===== config.mk =====
export PLATFORM = sky130hd
export DESIGN_NAME = rcb_config_bank
export DESIGN_NICKNAME = d
export VERILOG_FILES = /design/src/logic/rcb_pkg.sv /design/src/logic/rcb_config_bank.sv
export SDC_FILE = /design/constraint.sdc
export NUM_CORES = 1
export LEC_CHECK = 0
export ABC_AREA = 1
export BUFFER_PORTS_ARGS = -buffer_cell sky130_fd_sc_hd__buf_2
export CORE_MARGIN = 2
export CORE_UTILIZATION = 40
export DETAILED_ROUTE_END_ITERATION = 6
export PLACE_DENSITY_LB_ADDON = 0.12
export SLEW_MARGIN = 20
export SYNTH_ARGS = -nofsm -noshare
export SYNTH_HDL_FRONTEND = slang
export SYNTH_SLANG_ARGS = --single-unit

===== constraint.sdc =====
create_clock -name clock_i -period 4.6 [get_ports clock_i]
set_input_delay 0.23 -clock clock_i [delete_from_list [all_inputs] [get_ports clock_i]]
set_output_delay 0.23 -clock clock_i [all_outputs]
set_load 0.02 [all_outputs]

===== src/logic/rcb_pkg.sv =====
package rcb_pkg;
    // register byte offsets
    localparam logic [11:0] OFF_TOKEN_IN = 12'h018;
    localparam logic [11:0] OFF_TOKEN_OUT = 12'h01c;
    localparam logic [11:0] OFF_LINK_SRC = 12'h020;
    localparam logic [11:0] OFF_TRIGOUT_SRC = 12'h024;
    localparam logic [11:0] OFF_TRIG_SRC = 12'h040;
    localparam logic [11:0] OFF_CH_MASK = 12'h074;
    localparam logic [11:0] OFF_IRQ_WORD = 12'h084;
    localparam logic [11:0] OFF_IRQ_EVENT = 12'h088;
    localparam logic [11:0] OFF_IRQ_BLOCK = 12'h08c;
    localparam logic [11:0] OFF_HOLD_WORD = 12'h090;
    localparam logic [11:0] OFF_HOLD_EVENT = 12'h094;
    localparam logic [11:0] OFF_HOLD_BLOCK = 12'h098;
    localparam logic [11:0] OFF_SWA_CFG = 12'h108;
    localparam logic [11:0] OFF_SWB_CFG = 12'h10c;
    localparam logic [11:0] OFF_PULSE_PERIOD = 12'h120;
    localparam logic [11:0] OFF_PULSE_LOW = 12'h124;
    localparam logic [11:0] OFF_PULSE_COUNT = 12'h128;
    localparam logic [11:0] OFF_PULSE_START = 12'h12c;
    localparam logic [11:0] OFF_PULSE_STATUS = 12'h130;
    // trigger/sync control bit positions
    localparam int B_L1_TRIG = 0;
    localparam int B_L2_TRIG = 1;
    localparam int B_SL_TRIG = 2;
    localparam int B_SW_TRIG = 3;
    localparam int B_FINE = 4;
    localparam int B_L1_SYNC = 8;
    localparam int B_L2_SYNC = 9;
    localparam int B_SL_SYNC = 10;
    localparam int B_SW_SYNC = 11;
    localparam logic [31:0] TRIG_SRC_RW_MASK = 32'h0000_0717;
    // switch line config fields
    localparam int SEL_W = 5;
    localparam int LINE1_SEL_LSB = 16;
    localparam int LINE0_DIR = 8;
    localparam int LINE1_DIR = 24;
    localparam logic [31:0] SW_CFG_MASK = 32'h011f_011f;
    localparam logic [31:0] SW_CFG_RESET = 32'h0100_0100;
    // selector codes
    localparam logic [4:0] SRC_LOW = 5'h00;
    localparam logic [4:0] SRC_HIGH = 5'h01;
    localparam logic [4:0] SRC_PULSER = 5'h02;
    localparam logic [4:0] SRC_SWA0 = 5'h0a;
    localparam logic [4:0] SRC_SWA1 = 5'h0b;
    localparam logic [4:0] SRC_SWB0 = 5'h0c;
    localparam logic [4:0] SRC_SWB1 = 5'h0d;
    localparam logic [4:0] SRC_BUSY = 5'h0e;
    localparam logic [4:0] SRC_PASS_OUT = 5'h13;
    localparam logic [4:0] SRC_PASS_IN = 5'h14;
    // reset values and the endless pulse count code
    localparam logic [4:0] TOKEN_IN_RESET = 5'h14;
    localparam logic [4:0] TOKEN_OUT_RESET = 5'h13;
    localparam logic [4:0] LINK_SRC_RESET = 5'h00;
    localparam logic [4:0] TRIGOUT_SRC_RESET = 5'h00;
    localparam logic [31:0] PULSE_FOREVER = 32'hffff_ffff;
endpackage


===== src/logic/rcb_config_bank.sv =====
`timescale 1ns/100ps
// Contract
// mask bit x set removes channel 64+x from capture and trigger
// three writable interrupt thresholds: words, events, blocks
// three writable busy thresholds: words, events, blocks drive busy
// threshold met when count >= value; interrupt only if enabled
// common 5-bit selector: 0 low, 1 high, 2 pulser, 10-14, 19, 20
// three enables admit line1, line2, sync line as trigger sources
// software trigger bit issues one trigger and self-clears
// fine capture bit picks 1ns stamping, else clock-synchronous capture
// three enables admit line1, line2, sync line as sync sources
// software sync bit issues one sync event and self-clears
// per switch A line a selector chooses its driving source
// direction bit zero drives the line, one leaves it undriven
// switch B lines have identical selectors and direction bits
// token input selector resets 0x14, token output selector 0x13
// link and trigger output selectors route chosen source
// software keeps default direction and selector values
// pulser period equals programmed count of clock ticks
// output low for programmed ticks, high for period rest
// count zero disables, all ones endless, else that many periods
// any write to start register starts pulser, clears pulse counter
module rcb_config_bank (
    input wire logic clock_i,
    input wire logic rstn_i,
    input wire logic wr_i,
    input wire logic rd_i,
    input wire logic [11:0] addr_i,
    input wire logic [31:0] wdata_i,
    output logic [31:0] rdata_o,
    output logic rvalid_o,
    input wire logic [31:0] fifo_word_count_i,
    input wire logic [31:0] fifo_event_count_i,
    input wire logic [31:0] fifo_block_count_i,
    input wire logic irq_enable_i,
    input wire logic readout_pass_out_i,
    input wire logic readout_pass_in_i,
    input wire logic line1_i,
    input wire logic line2_i,
    input wire logic syncline_i,
    input wire logic [1:0] switch_a_line_in_i,
    input wire logic [1:0] switch_b_line_in_i,
    output logic [31:0] channel_disable_o,
    output logic irq_request_o,
    output logic busy_o,
    output logic trigger_o,
    output logic sync_o,
    output logic fine_capture_select_o,
    output logic [1:0] switch_a_line_out_o,
    output logic [1:0] switch_a_line_oe_n_o,
    output logic [1:0] switch_b_line_out_o,
    output logic [1:0] switch_b_line_oe_n_o,
    output logic token_in_o,
    output logic token_out_o,
    output logic link_out_o,
    output logic trigger_out_o,
    output logic pulser_o,
    output logic pulser_done_o
);
    logic [31:0] upper_channel_disable_mask;
    logic [31:0] irq_word_threshold;
    logic [31:0] irq_event_threshold;
    logic [31:0] irq_block_threshold;
    logic [31:0] hold_off_word_threshold;
    logic [31:0] hold_off_event_threshold;
    logic [31:0] hold_off_block_threshold;
    logic [31:0] trigger_sync_source_control;
    logic [31:0] switch_a_line_config;
    logic [31:0] switch_b_line_config;
    logic [4:0] token_input_source_select;
    logic [4:0] token_output_source_select;
    logic [4:0] distribution_link_source_select;
    logic [4:0] trigger_output_source_select;
    logic [31:0] pulser_period_ticks;
    logic [31:0] pulser_low_ticks;
    logic [31:0] pulser_count;
    logic sw_trig_pulse;
    logic sw_sync_pulse;
    logic [31:0] tick;
    logic [31:0] delivered;
    logic running;
    logic [2:0] pins_meta;
    logic [2:0] pins_sync;
    logic [3:0] sw_meta;
    logic [3:0] sw_sync;
    logic [1:0] pass_meta;
    logic [1:0] pass_sync;
    logic [4:0] sel [0:7];
    logic [7:0] routed;
    logic [31:0] src_vec;
    logic next_busy;
    logic next_irq;

    // two-stage synchronisers; first stage read only by second
    always_ff @(posedge clock_i or negedge rstn_i) begin
        if (!rstn_i) begin
            pins_meta <= 3'h0;
            pins_sync <= 3'h0;
            sw_meta <= 4'h0;
            sw_sync <= 4'h0;
            pass_meta <= 2'h0;
            pass_sync <= 2'h0;
        end else begin
            pins_meta <= {syncline_i, line2_i, line1_i};
            pins_sync <= pins_meta;
            sw_meta <= {switch_b_line_in_i, switch_a_line_in_i};
            sw_sync <= sw_meta;
            pass_meta <= {readout_pass_in_i, readout_pass_out_i};
            pass_sync <= pass_meta;
        end
    end

    // configuration register writes
    always_ff @(posedge clock_i or negedge rstn_i) begin
        if (!rstn_i) begin
            upper_channel_disable_mask <= 32'h0;
            irq_word_threshold <= 32'h0;
            irq_event_threshold <= 32'h0;
            irq_block_threshold <= 32'h0;
            hold_off_word_threshold <= 32'h0;
            hold_off_event_threshold <= 32'h0;
            hold_off_block_threshold <= 32'h0;
            trigger_sync_source_control <= 32'h0;
            switch_a_line_config <= rcb_pkg::SW_CFG_RESET;
            switch_b_line_config <= rcb_pkg::SW_CFG_RESET;
            // selector reset values
            token_input_source_select <= rcb_pkg::TOKEN_IN_RESET;
            token_output_source_select <= rcb_pkg::TOKEN_OUT_RESET;
            distribution_link_source_select <= rcb_pkg::LINK_SRC_RESET;
            trigger_output_source_select <= rcb_pkg::TRIGOUT_SRC_RESET;
            pulser_period_ticks <= 32'h0;
            pulser_low_ticks <= 32'h0;
            pulser_count <= 32'h0;
        end else if (wr_i) begin
            case (addr_i)
                // disable mask storage
                rcb_pkg::OFF_CH_MASK: upper_channel_disable_mask <= wdata_i;
                // interrupt thresholds
                rcb_pkg::OFF_IRQ_WORD: irq_word_threshold <= wdata_i;
                rcb_pkg::OFF_IRQ_EVENT: irq_event_threshold <= wdata_i;
                rcb_pkg::OFF_IRQ_BLOCK: irq_block_threshold <= wdata_i;
                // busy thresholds
                rcb_pkg::OFF_HOLD_WORD: hold_off_word_threshold <= wdata_i;
                rcb_pkg::OFF_HOLD_EVENT: hold_off_event_threshold <= wdata_i;
                rcb_pkg::OFF_HOLD_BLOCK: hold_off_block_threshold <= wdata_i;
                // stored enables; pulse bits kept apart
                rcb_pkg::OFF_TRIG_SRC: begin
                    trigger_sync_source_control <= wdata_i & rcb_pkg::TRIG_SRC_RW_MASK;
                end
                // selector and direction fields
                rcb_pkg::OFF_SWA_CFG: switch_a_line_config <= wdata_i & rcb_pkg::SW_CFG_MASK;
                rcb_pkg::OFF_SWB_CFG: switch_b_line_config <= wdata_i & rcb_pkg::SW_CFG_MASK;
                rcb_pkg::OFF_TOKEN_IN: token_input_source_select <= wdata_i[4:0];
                rcb_pkg::OFF_TOKEN_OUT: token_output_source_select <= wdata_i[4:0];
                rcb_pkg::OFF_LINK_SRC: distribution_link_source_select <= wdata_i[4:0];
                rcb_pkg::OFF_TRIGOUT_SRC: trigger_output_source_select <= wdata_i[4:0];
                rcb_pkg::OFF_PULSE_PERIOD: pulser_period_ticks <= wdata_i;
                rcb_pkg::OFF_PULSE_LOW: pulser_low_ticks <= wdata_i;
                rcb_pkg::OFF_PULSE_COUNT: pulser_count <= wdata_i;
                default: ;
            endcase
        end
    end

    // software pulse bits live one cycle, never read back as one
    always_ff @(posedge clock_i or negedge rstn_i) begin
        if (!rstn_i) begin
            sw_trig_pulse <= 1'b0;
            sw_sync_pulse <= 1'b0;
        end else begin
            // self-clearing trigger
            sw_trig_pulse <= wr_i && addr_i == rcb_pkg::OFF_TRIG_SRC
                && wdata_i[rcb_pkg::B_SW_TRIG];
            // self-clearing sync
            sw_sync_pulse <= wr_i && addr_i == rcb_pkg::OFF_TRIG_SRC
                && wdata_i[rcb_pkg::B_SW_SYNC];
        end
    end

    // pulser: tick counts 0..period-1, low while tick < low ticks
    always_ff @(posedge clock_i or negedge rstn_i) begin
        if (!rstn_i) begin
            tick <= 32'h0;
            delivered <= 32'h0;
            running <= 1'b0;
        end else if (wr_i && addr_i == rcb_pkg::OFF_PULSE_START) begin
            // start clears delivered counter; zero count never runs
            tick <= 32'h0;
            delivered <= 32'h0;
            running <= pulser_count != 32'h0 && pulser_period_ticks != 32'h0;
        end else if (pulser_count == 32'h0 || pulser_period_ticks == 32'h0) begin
            // zero count disables
            running <= 1'b0;
            tick <= 32'h0;
        end else if (running) begin
            // period wrap
            if (tick >= pulser_period_ticks - 32'h1) begin
                tick <= 32'h0;
                // finite count stops, all ones runs forever
                if (pulser_count != rcb_pkg::PULSE_FOREVER) begin
                    delivered <= delivered + 32'h1;
                    if (delivered + 32'h1 >= pulser_count) begin
                        running <= 1'b0;
                    end
                end
            end else begin
                tick <= tick + 32'h1;
            end
        end
    end

    // pulser output and done flag registered
    always_ff @(posedge clock_i or negedge rstn_i) begin
        if (!rstn_i) begin
            pulser_o <= 1'b0;
            pulser_done_o <= 1'b1;
        end else begin
            // low phase first, then high
            pulser_o <= running && tick >= pulser_low_ticks;
            pulser_done_o <= !running;
        end
    end

    // common source vector, reserved codes read low
    always_comb begin
        src_vec = 32'h0;
        src_vec[rcb_pkg::SRC_LOW] = 1'b0;
        src_vec[rcb_pkg::SRC_HIGH] = 1'b1;
        src_vec[rcb_pkg::SRC_PULSER] = pulser_o;
        src_vec[rcb_pkg::SRC_SWA0] = sw_sync[0];
        src_vec[rcb_pkg::SRC_SWA1] = sw_sync[1];
        src_vec[rcb_pkg::SRC_SWB0] = sw_sync[2];
        src_vec[rcb_pkg::SRC_SWB1] = sw_sync[3];
        src_vec[rcb_pkg::SRC_BUSY] = busy_o;
        src_vec[rcb_pkg::SRC_PASS_OUT] = pass_sync[0];
        src_vec[rcb_pkg::SRC_PASS_IN] = pass_sync[1];
    end

    // selector fields for all eight routed outputs
    assign sel[0] = switch_a_line_config[rcb_pkg::SEL_W-1:0];
    assign sel[1] = switch_a_line_config[rcb_pkg::LINE1_SEL_LSB +: rcb_pkg::SEL_W];
    assign sel[2] = switch_b_line_config[rcb_pkg::SEL_W-1:0];
    assign sel[3] = switch_b_line_config[rcb_pkg::LINE1_SEL_LSB +: rcb_pkg::SEL_W];
    assign sel[4] = token_input_source_select;
    assign sel[5] = token_output_source_select;
    assign sel[6] = distribution_link_source_select;
    assign sel[7] = trigger_output_source_select;

    // one registered mux per routed output
    genvar g;
    generate
        for (g = 0; g < 8; g++) begin : g_route
            // selected source routed
            always_ff @(posedge clock_i or negedge rstn_i) begin
                if (!rstn_i) begin
                    routed[g] <= 1'b0;
                end else begin
                    routed[g] <= src_vec[sel[g]];
                end
            end
        end
    endgenerate

    assign switch_a_line_out_o = routed[1:0];
    assign switch_b_line_out_o = routed[3:2];
    assign token_in_o = routed[4];
    assign token_out_o = routed[5];
    assign link_out_o = routed[6];
    assign trigger_out_o = routed[7];

    // greater-or-equal compare, irq gated by enable
    always_comb begin
        next_busy = fifo_word_count_i >= hold_off_word_threshold
            || fifo_event_count_i >= hold_off_event_threshold
            || fifo_block_count_i >= hold_off_block_threshold;
        next_irq = irq_enable_i && (fifo_word_count_i >= irq_word_threshold
            || fifo_event_count_i >= irq_event_threshold
            || fifo_block_count_i >= irq_block_threshold);
    end

    // status, trigger and sync outputs
    always_ff @(posedge clock_i or negedge rstn_i) begin
        if (!rstn_i) begin
            busy_o <= 1'b0;
            irq_request_o <= 1'b0;
            trigger_o <= 1'b0;
            sync_o <= 1'b0;
            fine_capture_select_o <= 1'b0;
            channel_disable_o <= 32'h0;
            switch_a_line_oe_n_o <= 2'h3;
            switch_b_line_oe_n_o <= 2'h3;
        end else begin
            // busy toward trigger distribution
            busy_o <= next_busy;
            // interrupt request
            irq_request_o <= next_irq;
            // gated trigger sources
            trigger_o <= (pins_sync[0] && trigger_sync_source_control[rcb_pkg::B_L1_TRIG])
                || (pins_sync[1] && trigger_sync_source_control[rcb_pkg::B_L2_TRIG])
                || (pins_sync[2] && trigger_sync_source_control[rcb_pkg::B_SL_TRIG])
                || sw_trig_pulse;
            // gated sync sources
            sync_o <= (pins_sync[0] && trigger_sync_source_control[rcb_pkg::B_L1_SYNC])
                || (pins_sync[1] && trigger_sync_source_control[rcb_pkg::B_L2_SYNC])
                || (pins_sync[2] && trigger_sync_source_control[rcb_pkg::B_SL_SYNC])
                || sw_sync_pulse;
            // capture mode to time-stamp logic
            fine_capture_select_o <= trigger_sync_source_control[rcb_pkg::B_FINE];
            // mask to channel logic
            channel_disable_o <= upper_channel_disable_mask;
            // low enable drives the line
            switch_a_line_oe_n_o <= {switch_a_line_config[rcb_pkg::LINE1_DIR],
                switch_a_line_config[rcb_pkg::LINE0_DIR]};
            switch_b_line_oe_n_o <= {switch_b_line_config[rcb_pkg::LINE1_DIR],
                switch_b_line_config[rcb_pkg::LINE0_DIR]};
        end
    end

    // read port: one cycle after rd_i, unmapped reads zero
    always_ff @(posedge clock_i or negedge rstn_i) begin
        if (!rstn_i) begin
            rdata_o <= 32'h0;
            rvalid_o <= 1'b0;
        end else begin
            rvalid_o <= rd_i;
            if (rd_i) begin
                case (addr_i)
                    rcb_pkg::OFF_CH_MASK: rdata_o <= upper_channel_disable_mask;
                    rcb_pkg::OFF_IRQ_WORD: rdata_o <= irq_word_threshold;
                    rcb_pkg::OFF_IRQ_EVENT: rdata_o <= irq_event_threshold;
                    rcb_pkg::OFF_IRQ_BLOCK: rdata_o <= irq_block_threshold;
                    rcb_pkg::OFF_HOLD_WORD: rdata_o <= hold_off_word_threshold;
                    rcb_pkg::OFF_HOLD_EVENT: rdata_o <= hold_off_event_threshold;
                    rcb_pkg::OFF_HOLD_BLOCK: rdata_o <= hold_off_block_threshold;
                    rcb_pkg::OFF_TRIG_SRC: rdata_o <= trigger_sync_source_control;
                    rcb_pkg::OFF_SWA_CFG: rdata_o <= switch_a_line_config;
                    rcb_pkg::OFF_SWB_CFG: rdata_o <= switch_b_line_config;
                    rcb_pkg::OFF_TOKEN_IN: rdata_o <= {27'h0, token_input_source_select};
                    rcb_pkg::OFF_TOKEN_OUT: rdata_o <= {27'h0, token_output_source_select};
                    rcb_pkg::OFF_LINK_SRC: rdata_o <= {27'h0, distribution_link_source_select};
                    rcb_pkg::OFF_TRIGOUT_SRC: rdata_o <= {27'h0, trigger_output_source_select};
                    rcb_pkg::OFF_PULSE_PERIOD: rdata_o <= pulser_period_ticks;
                    rcb_pkg::OFF_PULSE_LOW: rdata_o <= pulser_low_ticks;
                    rcb_pkg::OFF_PULSE_COUNT: rdata_o <= pulser_count;
                    rcb_pkg::OFF_PULSE_STATUS: rdata_o <= {31'h0, pulser_done_o};
                    default: rdata_o <= 32'h0;
                endcase
            end
        end
    end
endmodule


==> impl_metrics.json <==
{
  "status": "finished, final reports clean",
  "first_pass_iters": 6,
  "synth_warnings": 0,
  "post-route-period-util_pct": 89.95,
  "vias": 30117,
  "drt-total-wl_mm": 123.7,
  "track_usage_pct": 29.11,
  "cts.htree.levels": 3,
  "path_clk_slew_ns": 0.06,
  "yosys.area_share.simple_pct": 24.40,
  "cts_sinks": 540,
  "synth.net_count": 4776,
  "grt_pass1_vias": 28358,
  "startpoint": "pulser_period_ticks[0]",
  "synth_area_leader_cell": "dfrtp_1",
  "areaGrowthSynthToFinish_pct": 14.47,
  "skew_ns": 0.02578,
  "io_buffers": 237,
  "synth_edf_count": 0,
  "critPathTopFamily": "simple AND/OR/NAND/NOR gates",
  "synth_top_area_share_pct": 40.25,
  "slowest_stage": "nor4_1",
  "postRouteAntennaNets": 0,
  "root_buffer": "clkbuf_16",
  "synth-seq-cells": 540,
  "final_layout_size_suffix_gt1_share_pct": 9.691,
  "cts_tree": "done",
  "crit_buf_inv": 3,
  "routedWlPerCell_um": 21.87,
  "synth-xor-area-share_pct": 1.660,
  "drt-initial-drc-count": 3027,
  "cp-end-kind": "flop",
  "cp.arrival_ns": 4.63,
  "grt_pass1_wl_mm": 183.8,
  "fin_util_pct": 46.40,
  "vias_per_cell": 5.326,
  "synthFlopType": "dfrtp_1",
  "min_period_ns": 4.138,
  "hold_viol_final": 0,
  "peakVddDrop_mv": 0.2441,
  "design.final.nets": 4986,
  "worst-r2r-setup-slack_ns": 0.46,
  "power_density_nw_per_um2": 301.9,
  "die_w_um": 289.9,
  "io_pins": 238,
  "synth_top_family_by_area": "simple AND/OR/NAND/NOR gates",
  "netlist_instances": 4330,
  "worstPathRequired_ns": 5.09,
  "tightest_slew_ns": 1.154,
  "yosysMostFrequentCell": "nand2_1",
  "placedCellCount": 5518,
  "max_stage_delay_ns": 0.55,
  "fin_cells": 5655,
  "tns_ns": 0,
  "total_power_uw": 11300,
  "netlist_area_um2": 32710,
  "leakage_uw": 0.01805,
  "cp_cell_sequence": "inv_1, ha_1, nand2_1, nor2_2, nand3_1, nor4_1, nand4_1, xor2_1, ha_1, nand2_1, nor2_1, nand2_1, inv_1, a21oi_1, nand2_1, nand2_1, buf_4, nand2_1, nand2_1, nor2_1",
  "cap_violations": 0,
  "synth_common_cells": "nand2_1 (1212), inv_1 (565), dfrtp_1 (526)",
  "hold_path.startpoint": "wdata_i[15]",
  "grt-ovfl-total": 0,
  "clkLatencyLatePin_ns": 0.62,
  "yosysUniqueCellTypes": 46,
  "cpMostUsedCell": "nand2_1",
  "avgSynthCellArea_um2": 7.553,
  "rsz0062_at_grt": "no",
  "cts_made_buffers": 68,
  "rows": 104,
  "gp_congestion": 0.9526,
  "grt_max_degree": 125,
  "clock_path_buffers": 3,
  "synthTopCellsByArea": "dfrtp_1 (40%), nand2_1 (14%), ha_1 (11%)",
  "dieArea_um2": 84070,
  "start_util_pct": 40.54,
  "crit_fanout": 31,
  "critPathKind": "flop to flop",
  "cp-start-kind": "flop",
  "nFillCells": 8270,
  "seq_area_frac_synth_pct": 41.37,
  "timing.fmax_ghz": 0.2417,
  "drc": 0,
  "setup_violations": 0,
  "holdWs_ns": 0.1553,
  "worstReg2RegStart": "pulser_period_ticks[0]",
  "antenna_found_initial": 9,
  "final_max_slew_viol_count": 0,
  "synth-async-reset-ratio_pct": 100.0,
  "post-dp-hpwl_mm": 93.27,
  "core_um2": 80680,
  "synth_mux_area_share_pct": 0,
  "min_path_type": "primary input to flop",
  "die_y_um": 289.9,
  "synth_compound_area_share_pct": 13.01,
  "max-slew-margin-rel_pct": 22.36,
  "yosys.area_share.adder_pct": 11.17
}
==> tightest hold or removal path, delay by kind of cell <==
kind | cells | cell delay, ns
buf+inv | 2 | 0.28
compound gates | 1 | 0.20
==> cell type report <==
cell class | instances | area (µm²) | area share, %
clock buffer | 98 | 1976 | 5.277
clock inverter | 24 | 395.4 | 1.056
antenna | 3 | 7.507 | 0.02005
tap | 1060 | 1326 | 3.543
inverter | 574 | 2155 | 5.755
multi-input combinational | 3077 | 16460 | 43.96
sequential | 540 | 13530 | 36.14
timing repair buffer | 279 | 1592 | 4.251
==> logic make-up (layout without fill, tap and decap cells) <==
| group | after synthesis | count (layout) |
|---|---|---|
| simple gates | 1917 | 1917 |
| compound gates | 806 | 806 |
| other cells | 0 | 3 |
| buf+inv | 713 | 975 |
| xor+xnor | 62 | 62 |
| flops | 540 | 540 |
| fa+ha+maj | 292 | 292 |
==> where the power goes <==
group / total (µW) / switching, µW / internal [µW]
Clock: 5760 / 2260 / 3500
Sequential: 4810 / 28.0 / 4780
Combinational: 737 / 521 / 216
==> path summary, 6_finish.rpt <==
kind	cells after the start	end
min in group asynchronous	2	pins_sync[0]
hold / removal	3	pulser_period_ticks[15]
setup reg to reg	20	delivered[29]
max in group asynchronous	3	tick[15]
setup / recovery	20	delivered[29]
hold reg to reg	0	pins_sync[2]
==> routing by layer <==
layer / global-route usage (%) / up-vias / routed length [µm]
li1: - / 14487 / -
met1: 40.96 / 14283 / 55330
met2: 44.75 / 1137 / 54290
met3: 5.155 / 208 / 9390
met4: 10.81 / 2 / 4678
met5: 0 / - / 13
==> placed cells by master (no fill, tap or decap), drive strengths merged <==
cell type,Yosys,final
clkinvlp,0,5
o21bai,5,5
and3,2,2
a211o,2,2
a21oi,174,174
o21a,15,15
nor3,57,57
dlygate4sd3,0,12
o211ai,3,3
nor3b,1,1
xor2,50,50
ha,292,292
nand3,181,181
clkbuf,109,98
nor4,8,8
a31oi,2,2
o41ai,3,3
inv,574,578
nor2,356,356
o311ai,3,3
o2111ai,3,3
a221oi,5,5
a211oi,1,1
diode,0,3
o21ai,519,519
nand2,1217,1217
nand3b,11,11
bufinv,0,9
buf,30,267
nand4,81,81
or2,3,3
o22ai,64,64
a21o,7,7
xnor2,12,12
dfstp,14,14
clkinv,0,6
dfrtp,526,526
==> per-stage QoR <==
stage,area (µm²),setup slack (ns)
after floorplan,32710,1.377
after global placement,34940,0.6766
after detailed placement,34940,0.6301
after CTS,37430,0.5922
after global routing,37430,0.1700
final,37440,0.4623
==> timing repair <==
| action | 4_1_cts | 5_1_grt |
|---|---|---|
| buffers inserted | 0 | 0 |
| hold buffers | 12 | 0 |
| endpoints found under the hold margin | 86 | 0 |
| resized for setup | 0 | 0 |
(Power assumes the default switching activity.)
